### src/verilog/fbd_defines.svh
// constants for the float byte sender
`ifndef FBD_DEFINES_SVH
`define FBD_DEFINES_SVH
`define FBD_BYTE_W     8
`define FBD_BYTES      4
`define FBD_BPF_W      8
`define FBD_SIG_W      24
`define FBD_FRAC_MSB   22
`define FBD_FRAC_B1LO  16
`define FBD_FRAC_B2HI  15
`define FBD_FRAC_B2LO  8
`define FBD_FRAC_B3HI  7
`define FBD_IDX_W      2
`define FBD_IDX_FIRST  2'h0
`define FBD_IDX_SECOND 2'h1
`define FBD_IDX_THIRD  2'h2
`define FBD_IDX_LAST   2'h3
`define FBD_IDX_STEP   2'h1
`define FBD_BPF_HI     7
`define FBD_BPF_UPLO   1
`define FBD_BPF_LSB    0
`define FBD_FRAC_B3LO  0
`define FBD_SIGN_BIT   7
`define FBD_CNT_ZERO   3'h0
`define FBD_CNT_STEP   3'h1
`define FBD_CNT_LASTIN 3'h3
`define FBD_CNT_FULL   3'h4
`endif

### src/verilog/fbd_pkg.sv
// types for the float byte sender
`include "fbd_defines.svh"
package fbd_pkg;
  typedef struct packed {
    logic                      sign;
    logic [`FBD_BPF_W-1:0]     biasedPowerField;
    logic [`FBD_SIG_W-1:0]     significand;
  } fbd_value_type;

  typedef logic [`FBD_BYTES-1:0][`FBD_BYTE_W-1:0] fbd_bytes_type;

  typedef struct packed {
    logic                      busy;
    logic [`FBD_IDX_W-1:0]     idx;
    fbd_bytes_type             bytes;
    fbd_value_type             held;
  } fbd_state_type;
endpackage
### src/verilog/fbd_byte_slicer.sv
// maps sign, biased power field and fraction onto the four link bytes
`timescale 1ns/1ps
`include "fbd_defines.svh"
module fbd_byte_slicer (
  input  fbd_pkg::fbd_value_type valIn,    // value with leading one in significand
  output fbd_pkg::fbd_bytes_type bytesOut  // index 0 is sent first
);
  import fbd_pkg::*;
  always_comb begin
    // leading one of the significand is never sent [RULE3]
    bytesOut[0] = {valIn.sign, valIn.biasedPowerField[`FBD_BPF_W-1:1]};                          // [RULE4]
    bytesOut[1] = {valIn.biasedPowerField[0], valIn.significand[`FBD_FRAC_MSB:`FBD_FRAC_B1LO]};  // [RULE5]
    bytesOut[2] = valIn.significand[`FBD_FRAC_B2HI:`FBD_FRAC_B2LO];                              // [RULE6]
    bytesOut[3] = valIn.significand[`FBD_FRAC_B3HI:0];                                           // [RULE6]
  end
endmodule

### src/verilog/fbd_float_byte_sender.sv
// sends one single-precision value as four bytes, most significant first
`timescale 1ns/1ps
`include "fbd_defines.svh"
// Behaviour
// [RULE1] every value leaves as exactly four bytes in single-precision binary layout
// [RULE2] receiver computes sign, power minus 127, times one plus fraction
// [RULE3] leading one of significand is dropped; receiver reinserts it
// [RULE4] first byte: sign in bit 7, power field bits 7..1 below
// [RULE5] second byte: power field bit 0 in bit 7, fraction 22..16 below
// [RULE6] third byte fraction 15..8, fourth byte fraction 7..0, msb high
// [RULE7] receiver shifts binary point by unbiased exponent, left if negative
// [RULE8] receiver weights integer bits by positive, fraction bits by negative powers
// [RULE9] receiver presents sign, integer, fraction with strobe a cycle after byte four
module fbd_float_byte_sender (
  input  wire logic                   core_clk,  // system clock
  input  wire logic                   rst,       // async reset, active high
  input  wire fbd_pkg::fbd_value_type valIn,     // value to send
  input  wire logic                   valValid,  // valIn offered
  output logic                        valReady,  // sender can take a value this cycle
  output logic [`FBD_BYTE_W-1:0]      byteData,  // byte on the link
  output logic                        byteValid, // byteData offered
  input  wire logic                   byteReady, // link takes byteData
  output logic                        byteFirst, // byteData is byte one
  output logic                        byteLast   // byteData is byte four
);
  import fbd_pkg::*;

  fbd_state_type state_reg;
  fbd_state_type state_next;
  fbd_bytes_type sliced;
  logic          take;
  logic          sent;

  fbd_byte_slicer slicer (
    .valIn    (valIn),
    .bytesOut (sliced)
  );

  // a new value is only taken when idle; this costs one bubble cycle between
  // words but keeps the byte order free of any overlap hazard
  assign valReady  = !state_reg.busy;
  assign take      = valValid && valReady;
  assign sent      = state_reg.busy && byteReady;
  assign byteValid = state_reg.busy;
  assign byteData  = state_reg.bytes[state_reg.idx];
  assign byteFirst = state_reg.busy && (state_reg.idx == `FBD_IDX_FIRST);
  assign byteLast  = state_reg.busy && (state_reg.idx == `FBD_IDX_LAST);

  always_comb begin
    state_next = state_reg;
    if (take) begin
      state_next.busy  = 1'b1;
      state_next.idx   = `FBD_IDX_FIRST;
      state_next.bytes = sliced;
      state_next.held  = valIn;
    end else if (sent) begin
      if (state_reg.idx == `FBD_IDX_LAST) begin // [RULE1]
        state_next.busy = 1'b0;
      end else begin
        state_next.idx = state_reg.idx + `FBD_IDX_STEP;
      end
    end
  end

  always_ff @(posedge core_clk or posedge rst) begin
    if (rst) begin
      state_reg <= '0;
    end else begin
      state_reg <= state_next;
    end
  end

  // helper: handshakes counted per word, read only by the checks below
  logic [`FBD_IDX_W:0] sentCount;
  always_ff @(posedge core_clk or posedge rst) begin
    if (rst) begin
      sentCount <= `FBD_CNT_ZERO;
    end else if (take) begin
      sentCount <= `FBD_CNT_ZERO;
    end else if (sent) begin
      sentCount <= sentCount + `FBD_CNT_STEP;
    end
  end

  // a word always closes after exactly four handshakes
  chk_four_bytes: assert property (@(posedge core_clk) disable iff (rst) // [RULE1]
    (sent && byteLast) |=> (sentCount == `FBD_CNT_FULL) && !byteValid)
    else $error("word did not end after four bytes");

  // first byte carries sign over the upper power field
  chk_first_byte: assert property (@(posedge core_clk) disable iff (rst) // [RULE4]
    take |=> byteFirst && byteData == {$past(valIn.sign), $past(valIn.biasedPowerField[`FBD_BPF_HI:`FBD_BPF_UPLO])})
    else $error("first byte does not hold sign and upper power field");

  // second byte: power field lsb over top fraction bits
  chk_second_byte: assert property (@(posedge core_clk) disable iff (rst) // [RULE5]
    (byteValid && state_reg.idx == `FBD_IDX_SECOND) |-> byteData == {state_reg.held.biasedPowerField[`FBD_BPF_LSB],
      state_reg.held.significand[`FBD_FRAC_MSB:`FBD_FRAC_B1LO]})
    else $error("second byte layout wrong");

  // third byte: middle fraction bits
  chk_third_byte: assert property (@(posedge core_clk) disable iff (rst) // [RULE6]
    (byteValid && state_reg.idx == `FBD_IDX_THIRD) |-> byteData == state_reg.held.significand[`FBD_FRAC_B2HI:`FBD_FRAC_B2LO])
    else $error("third byte layout wrong");

  // fourth byte: low fraction bits
  chk_fourth_byte: assert property (@(posedge core_clk) disable iff (rst) // [RULE6]
    byteLast |-> byteData == state_reg.held.significand[`FBD_FRAC_B3HI:`FBD_FRAC_B3LO])
    else $error("fourth byte layout wrong");

  // each accepted byte before the last is followed by the next index
  chk_byte_order: assert property (@(posedge core_clk) disable iff (rst) // [RULE1]
    (sent && !byteLast) |=> byteValid && (state_reg.idx == $past(state_reg.idx) + `FBD_IDX_STEP))
    else $error("bytes out of order");

  // the hidden one of the significand never reaches the byte buffer
  chk_hidden_dropped: assert property (@(posedge core_clk) disable iff (rst) // [RULE3]
    take |=> state_reg.bytes == {$past(valIn.significand[`FBD_FRAC_B3HI:`FBD_FRAC_B3LO]),
                                 $past(valIn.significand[`FBD_FRAC_B2HI:`FBD_FRAC_B2LO]),
                                 $past(valIn.biasedPowerField[`FBD_BPF_LSB]),
                                 $past(valIn.significand[`FBD_FRAC_MSB:`FBD_FRAC_B1LO]),
                                 $past(valIn.sign), $past(valIn.biasedPowerField[`FBD_BPF_HI:`FBD_BPF_UPLO])})
    else $error("leading significand bit leaked into bytes");

  // a stalled byte must not change under the receiver
  chk_hold_stall: assert property (@(posedge core_clk) disable iff (rst) // [RULE1]
    (byteValid && !byteReady) |=> byteValid && $stable(byteData))
    else $error("byte changed while stalled");

  // a value offered mid-word must not disturb the word in flight
  chk_refuse_busy: assert property (@(posedge core_clk) disable iff (rst) // [RULE1]
    (byteValid && !(sent && byteLast)) |=> $stable(state_reg.held))
    else $error("value taken while busy");

  // first and last markers never stand together
  chk_first_last: assert property (@(posedge core_clk) disable iff (rst) // [RULE1]
    byteFirst |-> !byteLast)
    else $error("first and last marker together");

  // markers stay low while nothing is offered
  chk_idle_quiet: assert property (@(posedge core_clk) disable iff (rst) // [RULE1]
    !byteValid |-> !byteFirst && !byteLast)
    else $error("marker high while idle");

  // no partial words: valid holds until the last byte is gone
  chk_no_early_end: assert property (@(posedge core_clk) disable iff (rst) // [RULE1]
    (byteValid && !byteLast) |=> byteValid)
    else $error("word ended before its last byte");

  // the sender is ready again right after a word
  chk_idle_bubble: assert property (@(posedge core_clk) disable iff (rst) // [RULE1]
    (sent && byteLast) |=> valReady)
    else $error("not ready after a finished word");

  // never more than four handshakes per word
  chk_count_bound: assert property (@(posedge core_clk) disable iff (rst) // [RULE1]
    sentCount <= `FBD_CNT_FULL)
    else $error("too many bytes in one word");

  // last byte is offered after three handshakes
  chk_last_count: assert property (@(posedge core_clk) disable iff (rst) // [RULE1]
    byteLast |-> sentCount == `FBD_CNT_LASTIN)
    else $error("last marker at wrong count");

  // a taken value starts a fresh word
  chk_take_start: assert property (@(posedge core_clk) disable iff (rst) // [RULE1]
    take |=> byteValid && (sentCount == `FBD_CNT_ZERO))
    else $error("word did not start after take");

  // byte one precedes byte two
  chk_second_next: assert property (@(posedge core_clk) disable iff (rst) // [RULE5]
    (sent && byteFirst) |=> state_reg.idx == `FBD_IDX_SECOND)
    else $error("second byte does not follow first");

  // byte two precedes byte three
  chk_third_next: assert property (@(posedge core_clk) disable iff (rst) // [RULE6]
    (sent && state_reg.idx == `FBD_IDX_SECOND) |=> state_reg.idx == `FBD_IDX_THIRD)
    else $error("third byte does not follow second");

  // byte three precedes byte four
  chk_fourth_next: assert property (@(posedge core_clk) disable iff (rst) // [RULE6]
    (sent && state_reg.idx == `FBD_IDX_THIRD) |=> byteLast)
    else $error("fourth byte does not follow third");

  // the held copy is the value that was offered
  chk_held_copy: assert property (@(posedge core_clk) disable iff (rst) // [RULE1]
    take |=> state_reg.held == $past(valIn))
    else $error("held value differs from offered value");

  // sign sits in the top bit of byte one
  chk_sign_top: assert property (@(posedge core_clk) disable iff (rst) // [RULE4]
    byteFirst |-> byteData[`FBD_SIGN_BIT] == state_reg.held.sign)
    else $error("sign not in top bit");

  // power field lsb sits in the top bit of byte two
  chk_power_low: assert property (@(posedge core_clk) disable iff (rst) // [RULE5]
    (byteValid && state_reg.idx == `FBD_IDX_SECOND) |-> byteData[`FBD_SIGN_BIT] == state_reg.held.biasedPowerField[`FBD_BPF_LSB])
    else $error("power field lsb misplaced");

  // a stall must not advance the byte index
  chk_stall_idx: assert property (@(posedge core_clk) disable iff (rst) // [RULE1]
    (byteValid && !byteReady) |=> $stable(state_reg.idx))
    else $error("index moved during stall");

  // byte one is offered before any handshake
  chk_first_count: assert property (@(posedge core_clk) disable iff (rst) // [RULE1]
    byteFirst |-> sentCount == `FBD_CNT_ZERO)
    else $error("first marker at wrong count");

  // first marker stands through a stall
  chk_stall_first: assert property (@(posedge core_clk) disable iff (rst) // [RULE4]
    (byteFirst && !byteReady) |=> byteFirst)
    else $error("first marker dropped during stall");

  // last marker stands through a stall
  chk_stall_last: assert property (@(posedge core_clk) disable iff (rst) // [RULE6]
    (byteLast && !byteReady) |=> byteLast)
    else $error("last marker dropped during stall");

  // middle bytes carry no marker
  chk_mid_flags: assert property (@(posedge core_clk) disable iff (rst) // [RULE1]
    (byteValid && (state_reg.idx == `FBD_IDX_SECOND || state_reg.idx == `FBD_IDX_THIRD)) |-> !byteFirst && !byteLast)
    else $error("marker on a middle byte");

  // each handshake inside a word counts once
  chk_count_step: assert property (@(posedge core_clk) disable iff (rst) // [RULE1]
    (sent && !byteLast) |=> sentCount == $past(sentCount) + `FBD_CNT_STEP)
    else $error("handshake count skipped");
endmodule

### config.mk
export PLATFORM = sky130hd
export DESIGN_NAME = fbd_float_byte_sender
export DESIGN_NICKNAME = d
export VERILOG_FILES = /design/src/verilog/fbd_pkg.sv /design/src/verilog/fbd_byte_slicer.sv /design/src/verilog/fbd_float_byte_sender.sv
export VERILOG_INCLUDE_DIRS = /design/src /design/src/verilog
export SDC_FILE = /design/constraint.sdc
export NUM_CORES = 1
export LEC_CHECK = 0
export BUFFER_PORTS_ARGS = -buffer_cell sky130_fd_sc_hd__buf_2
export CAP_MARGIN = 20
export CORE_UTILIZATION = 45
export DETAILED_ROUTE_END_ITERATION = 8
export MAX_ROUTING_LAYER = met4
export PLACE_DENSITY = 0.73
export SYNTH_ARGS = -nofsm -noshare
export SYNTH_HDL_FRONTEND = slang
export SYNTH_SLANG_ARGS = --single-unit
### constraint.sdc
create_clock -name core_clk -period 1.3 [get_ports core_clk]
set_input_delay 0.065 -clock core_clk [delete_from_list [all_inputs] [get_ports core_clk]]
set_output_delay 0.065 -clock core_clk [all_outputs]
set_load 0.005 [all_outputs]
After elaboration in Yosys (flattened, before gate mapping)
Cells that the tools add are included.
{"block": "classes", "addsub": 1, "magnitude_cmp": 1, "n_eq_ne": 2, "n_mux": 6, "n_reduce_logical": 10}
{"op": "binary-select mux 8 bit (select 2 bit)", "n": 1}
{"op": "two-way mux 8 bit", "n": 1}
{"op": "two-way mux 3 bit", "n": 2}
{"op": "logical AND 1 bit", "n": 4}
{"op": "AND reduction 2 bit", "n": 2}
{"op": "nonzero test 2 bit", "n": 2}
{"op": "less-than comparator 2 x 3 -> 1 bit, second input constant", "n": 1}
{"op": "adder 2 x 1 -> 2 bit, second input constant", "n": 1}
{"op": "equality test 2 bit, second input constant", "n": 1}
{"op": "zero test 2 bit", "n": 1}
{"op": "two-way mux 2 bit", "n": 1}
{"op": "inequality test 2 bit, second input constant", "n": 1}
{"op": "zero test 1 bit", "n": 1}
{"op": "two-way mux 1 bit", "n": 1}
{"block": "totals", "register_bits": 35, "inputBits": 37, "output_inout_bits": 12, "wordCells": 26}

Depth between registers and ports, before layout
{"block": "depth", "depth_word": 4, "ltp_mapped": 5, "mapped_depth_nobuf": 4}

Hierarchy
Synthesis repeated with hierarchy kept, for this count alone.
{"block": "hier_totals", "cells_unflattened": 131, "hier_area_um2": 1960.6}
{"module": "fbd_float_byte_sender", "n_inst": 1, "cells_each": 99, "area_per_inst_um2": 1720.4, "seq_area_each_um2": 875.8}
{"module": "fbd_byte_slicer", "n_inst": 1, "cells_each": 32, "area_per_inst_um2": 240.2, "seq_area_each_um2": 0.0}

Least setup slack after synthesis
No wires, ideal clock.
{"block": "synth_timing", "kind": "register to register", "from": "reg state_reg, in the netlist byteValid", "to": "reg state_reg[41] in the netlist's numbering", "setup_ns": 0.125, "arrival_time_ns": 1.136, "required_time_ns": 1.175, "path_slack_ns": 0.039, "path_stages_with_launch": 5, "path_buffers": 2, "period_less_slack_ns": 1.261, "path_cell_list": "dfrtp_1 nor2b_2 buf_6 buf_12 mux2_4"}
{"block": "synth_via", "elab_chain_cells": 2}
{"item": "start, declared", "line_no": "fbd_float_byte_sender.sv:28", "source": "fbd_state_type state_reg;"}
{"item": "start signal, assigned", "line_no": "fbd_float_byte_sender.sv:69", "source": "state_reg <= state_next;"}
{"item": "zero test 1 bit", "line_no": "fbd_float_byte_sender.sv:41", "source": "assign valReady = !state_reg.busy;"}
{"item": "logical AND 1 bit", "line_no": "fbd_float_byte_sender.sv:42", "source": "assign take = valValid && valReady;"}
No other way between the ends.
A chain may end at the register's enable or synchronous reset.

Worst setup path in the final report
{"block": "layout_timing", "from": "reg state_reg[66] in the netlist's numbering", "to": "out byteData[5]"}
{"block": "layout_via", "elab_chain_cells": 2}
{"item": "binary-select mux 8 bit (select 2 bit)", "line_no": "fbd_float_byte_sender.sv:45", "source": "assign byteData = state_reg.bytes[state_reg.idx];"}
{"item": "two-way mux 8 bit (implied by the code)", "line_no": "fbd_float_byte_sender.sv:45"}
{"item": "end, declared", "line_no": "fbd_float_byte_sender.sv:20", "source": "output logic [`FBD_BYTE_W-1:0] byteData,"}
No other way between the ends. The select of a mux whose other input is x is not followed.

==> results.py <==
metrics = {
    "grt": {
        "grt_max_degree": 36,
        "antenna_found_initial": 0,
        "grt-ovfl-total": 0,
        "grt_pass1_vias": 1183,
        "grt_pass1_wl_um": 5400,
        "grtUsageTotal_pct": 18.4,
    },
    "place": {
        "gp_congestion": 0.643,
        "placed_cells": 197,
        "dp_hpwl_um": 2200,
        "dpl_cell_area_um2": 2030,
        "io_buffers": 47,
    },
    "final_layout": {
        "design_area_um2": 2420,
        "instances_no_fill": 227,
        "finish.net_count": 217,
        "largest_register_ffs": 34,
        "multi_input_area_um2": 787,
        "register_area_um2": 876,
        "final_core_util_pct": 66.2,
        "diodes": 0,
        "most-common-layout-cells": "buf_2, dfrtp_1, mux2_4, buf_6, buf_4",
        "fillers": 250,
        "syn2layout_area_growth_pct": 40.9,
        "layout_commonest_cell": "buf_2",
        "drive_above_1_share_pct": 70.9,
    },
    "worst_setup_path": {
        "cp-end-kind": "primary output",
        "critPathBufInv": 2,
        "slowest_stage": "mux4_2",
        "crit_type": "reg -> out",
        "path_cells": "buf_6, mux4_2, buf_2",
        "cp-start-kind": "register",
        "crit_family": "multiplexers",
        "crit_path_max_incr_delay_ns": 0.50,
        "crit_fanout": 4,
        "crit_required_ns": 1.24,
        "cp.arrival_ns": 1.46,
    },
    "min_path": {
        "hold_path.class": "in -> reg",
    },
    "die": {
        "pin_count": 49,
        "rows": 22,
        "fp.dieW_um": 63.8,
        "die_h_um": 63.8,
        "coreArea_um2": 3660,
        "dieArea_um2": 4070,
        "initial_core_util_pct": 47.0,
    },
    "power": {
        "comb_power_share_pct": 52.0,
        "ir_drop_v": 0.00113,
        "power.total_uw": 5840,
        "p_sw_uw": 1630,
        "power_density_nw_per_um2": 2410,
        "pwr-share-seq_pct": 33.6,
        "p_int_uw": 4210,
        "clockPowerShare_pct": 14.3,
        "p_leak_uw": 0.00117,
        "switching_share_pct": 28.0,
    },
    "drt": {
        "firstDrtPassIters": 4,
        "drc": 0,
        "vias": 1098,
        "vias_per_cell": 4.84,
        "drtIter0Drc": 40,
        "totalWireLength_um": 3400,
        "wire_per_inst_um": 15.0,
        "antenna_left": 0,
    },
    "synthesis": {
        "syn_nets": 138,
        "synthSimpleGateAreaFrac_pct": 1.96,
        "yosysSeqAreaShare_pct": 50.9,
        "ys_ff_latch": 35,
        "ys.warnings.count": 0,
        "synth_compound_area_share_pct": 2.11,
        "syn_inst": 99,
        "synth_top_area_share_pct": 50.9,
        "ys_types": 19,
        "synthMuxAreaShare_pct": 37.7,
        "synth_xor_area_share_pct": 0,
        "syn_area_per_cell_um2": 17.4,
        "synthesis.area_um2": 1720,
        "synth_top_family_by_area": "multiplexers",
        "yosysTopAreaCell": "dfrtp_1",
        "yosys-top-cells-area": "dfrtp_1, mux2_4, mux4_2",
        "synthAdderAreaFrac_pct": 1.45,
    },
    "timing": {
        "rsz0062_at_grt": "yes",
        "fin_tns_setup_ns": -1.86,
        "maxSlewViolCount": 0,
        "clock_skew_ns": 0.00210,
        "relSlewSlack_pct": 71.6,
        "hold_viol": 0,
        "fmax_mhz": 658,
        "final-setup-viol-count": 31,
        "post-route-period-util_pct": 117,
        "layout_setup_ws_ns": -0.221,
        "tightest_slew_ns": 0.426,
        "fin_crit_ns": 1.52,
    },
    "clocking": {
        "clk_latency_ns": 0.28,
        "clk_pin_slew_ns": 0.06,
        "cts.sinks": 35,
        "ctsHtreeMaxLevel": 2,
        "cts_buffers": 5,
        "cts_tree": "built",
        "clockBufferDepth": 2,
        "root_buffer": "clkbuf_8",
    },
    "run": {
        "cap_violations": 0,
    },
    "outcome": {
        "status": "finished with violations",
        "violations": "setup timing",
    },
}
synthesized netlist by cell type:
cell type,n
o31ai_1,1
and2_2,1
mux4_2,8
buf_2,2
dfrtp_1,35
o22a_1,1
buf_12,3
a21oi_1,1
nand4_1,1
inv_1,5
nor2_1,2
o21ai_0,1
ha_1,2
nor2b_2,1
buf_6,1
mux2_4,29
o22a_2,1
nand2_1,1
mux2_2,3
kinds of logic (layout without fill, tap and decap cells):
group | after synthesis | count (layout)
and+or+nand+nor | 6 | 6
muxes | 40 | 40
buffers and inverters | 11 | 91
adders and majority gates | 2 | 2
AOI/OAI and AO/OA | 5 | 5
DFF | 35 | 35
metal layers:
layer / share of wire, % / wire (um) / GRT usage (%)
met1: 42 / 1430 / 21.8
met5: 0 / 0 / -
met2: 50 / 1720 / 28.9
met4: 2.0 / 68 / 5.40
met3: 5.6 / 190 / 7.14
area by class of cell:
type,instances,share of cell area (%)
inverter,5,1.08
multi-input combinational,53,32.5
timing repair buffer,78,23.7
sequential,35,36.1
tap,48,2.48
clock buffer,8,4.13
worst register-to-register path, stage by stage (launching register included):
cell	delay (ns)
dfrtp_1	0.41
buf_6	0.15
buf_6	0.11
ha_4	0.16
inv_4	0.06
buf_6	0.09
buf_6	0.08
nand4_1	0.09
o31ai_1	0.09
path summary, 6_finish.rpt:
path | endpoint | startpoint | slack (ns) | cells past startpoint
max | byteData[5] | state_reg[66] | -0.22 | 3
max reg2reg | state_reg[66] | state_reg[66] | -0.04 | 8
min | state_reg[57] | valIn[0] | 0.009 | 2
min in group asynchronous | state_reg[36] | rst | 0.42 | 4
min reg2reg | state_reg[51] | state_reg[51] | 0.51 | 1
max in group asynchronous | state_reg[45] | rst | 0.58 | 4
power by group through the flow:
stage | clock network [uW] | registers (uW) | logic [uW]
after floorplan | 0 | 1870 | 1790
after global placement | 0 | 1920 | 2340
after detailed placement | 0 | 1960 | 2390
final | 838 | 1970 | 3040
after global routing | 927 | 2040 | 3260
after CTS | 865 | 1960 | 2680
metrics by stage:
stage	worst slack [ns]	hold WS (ns)
after floorplan	0.0392	0.213
after global routing	-0.284	0.00202
final	-0.221	0.00937
after CTS	-0.211	0.00241
after detailed placement	0.0257	0.185
after global placement	0.0512	0.177
timing repair:
| action | in CTS | in global routing |
|---|---|---|
| gates resized for setup | 11 | 15 |
| endpoints found under the setup margin | 10 | 13 |
| gates cloned | 0 | 1 |
| setup buffers | 8 | 6 |
| hold buffers | 1 | 6 |
| pin swaps | 1 | 4 |
| hold endpoints to repair | 35 | 6 |
Power figures use the tool's default switching activity.
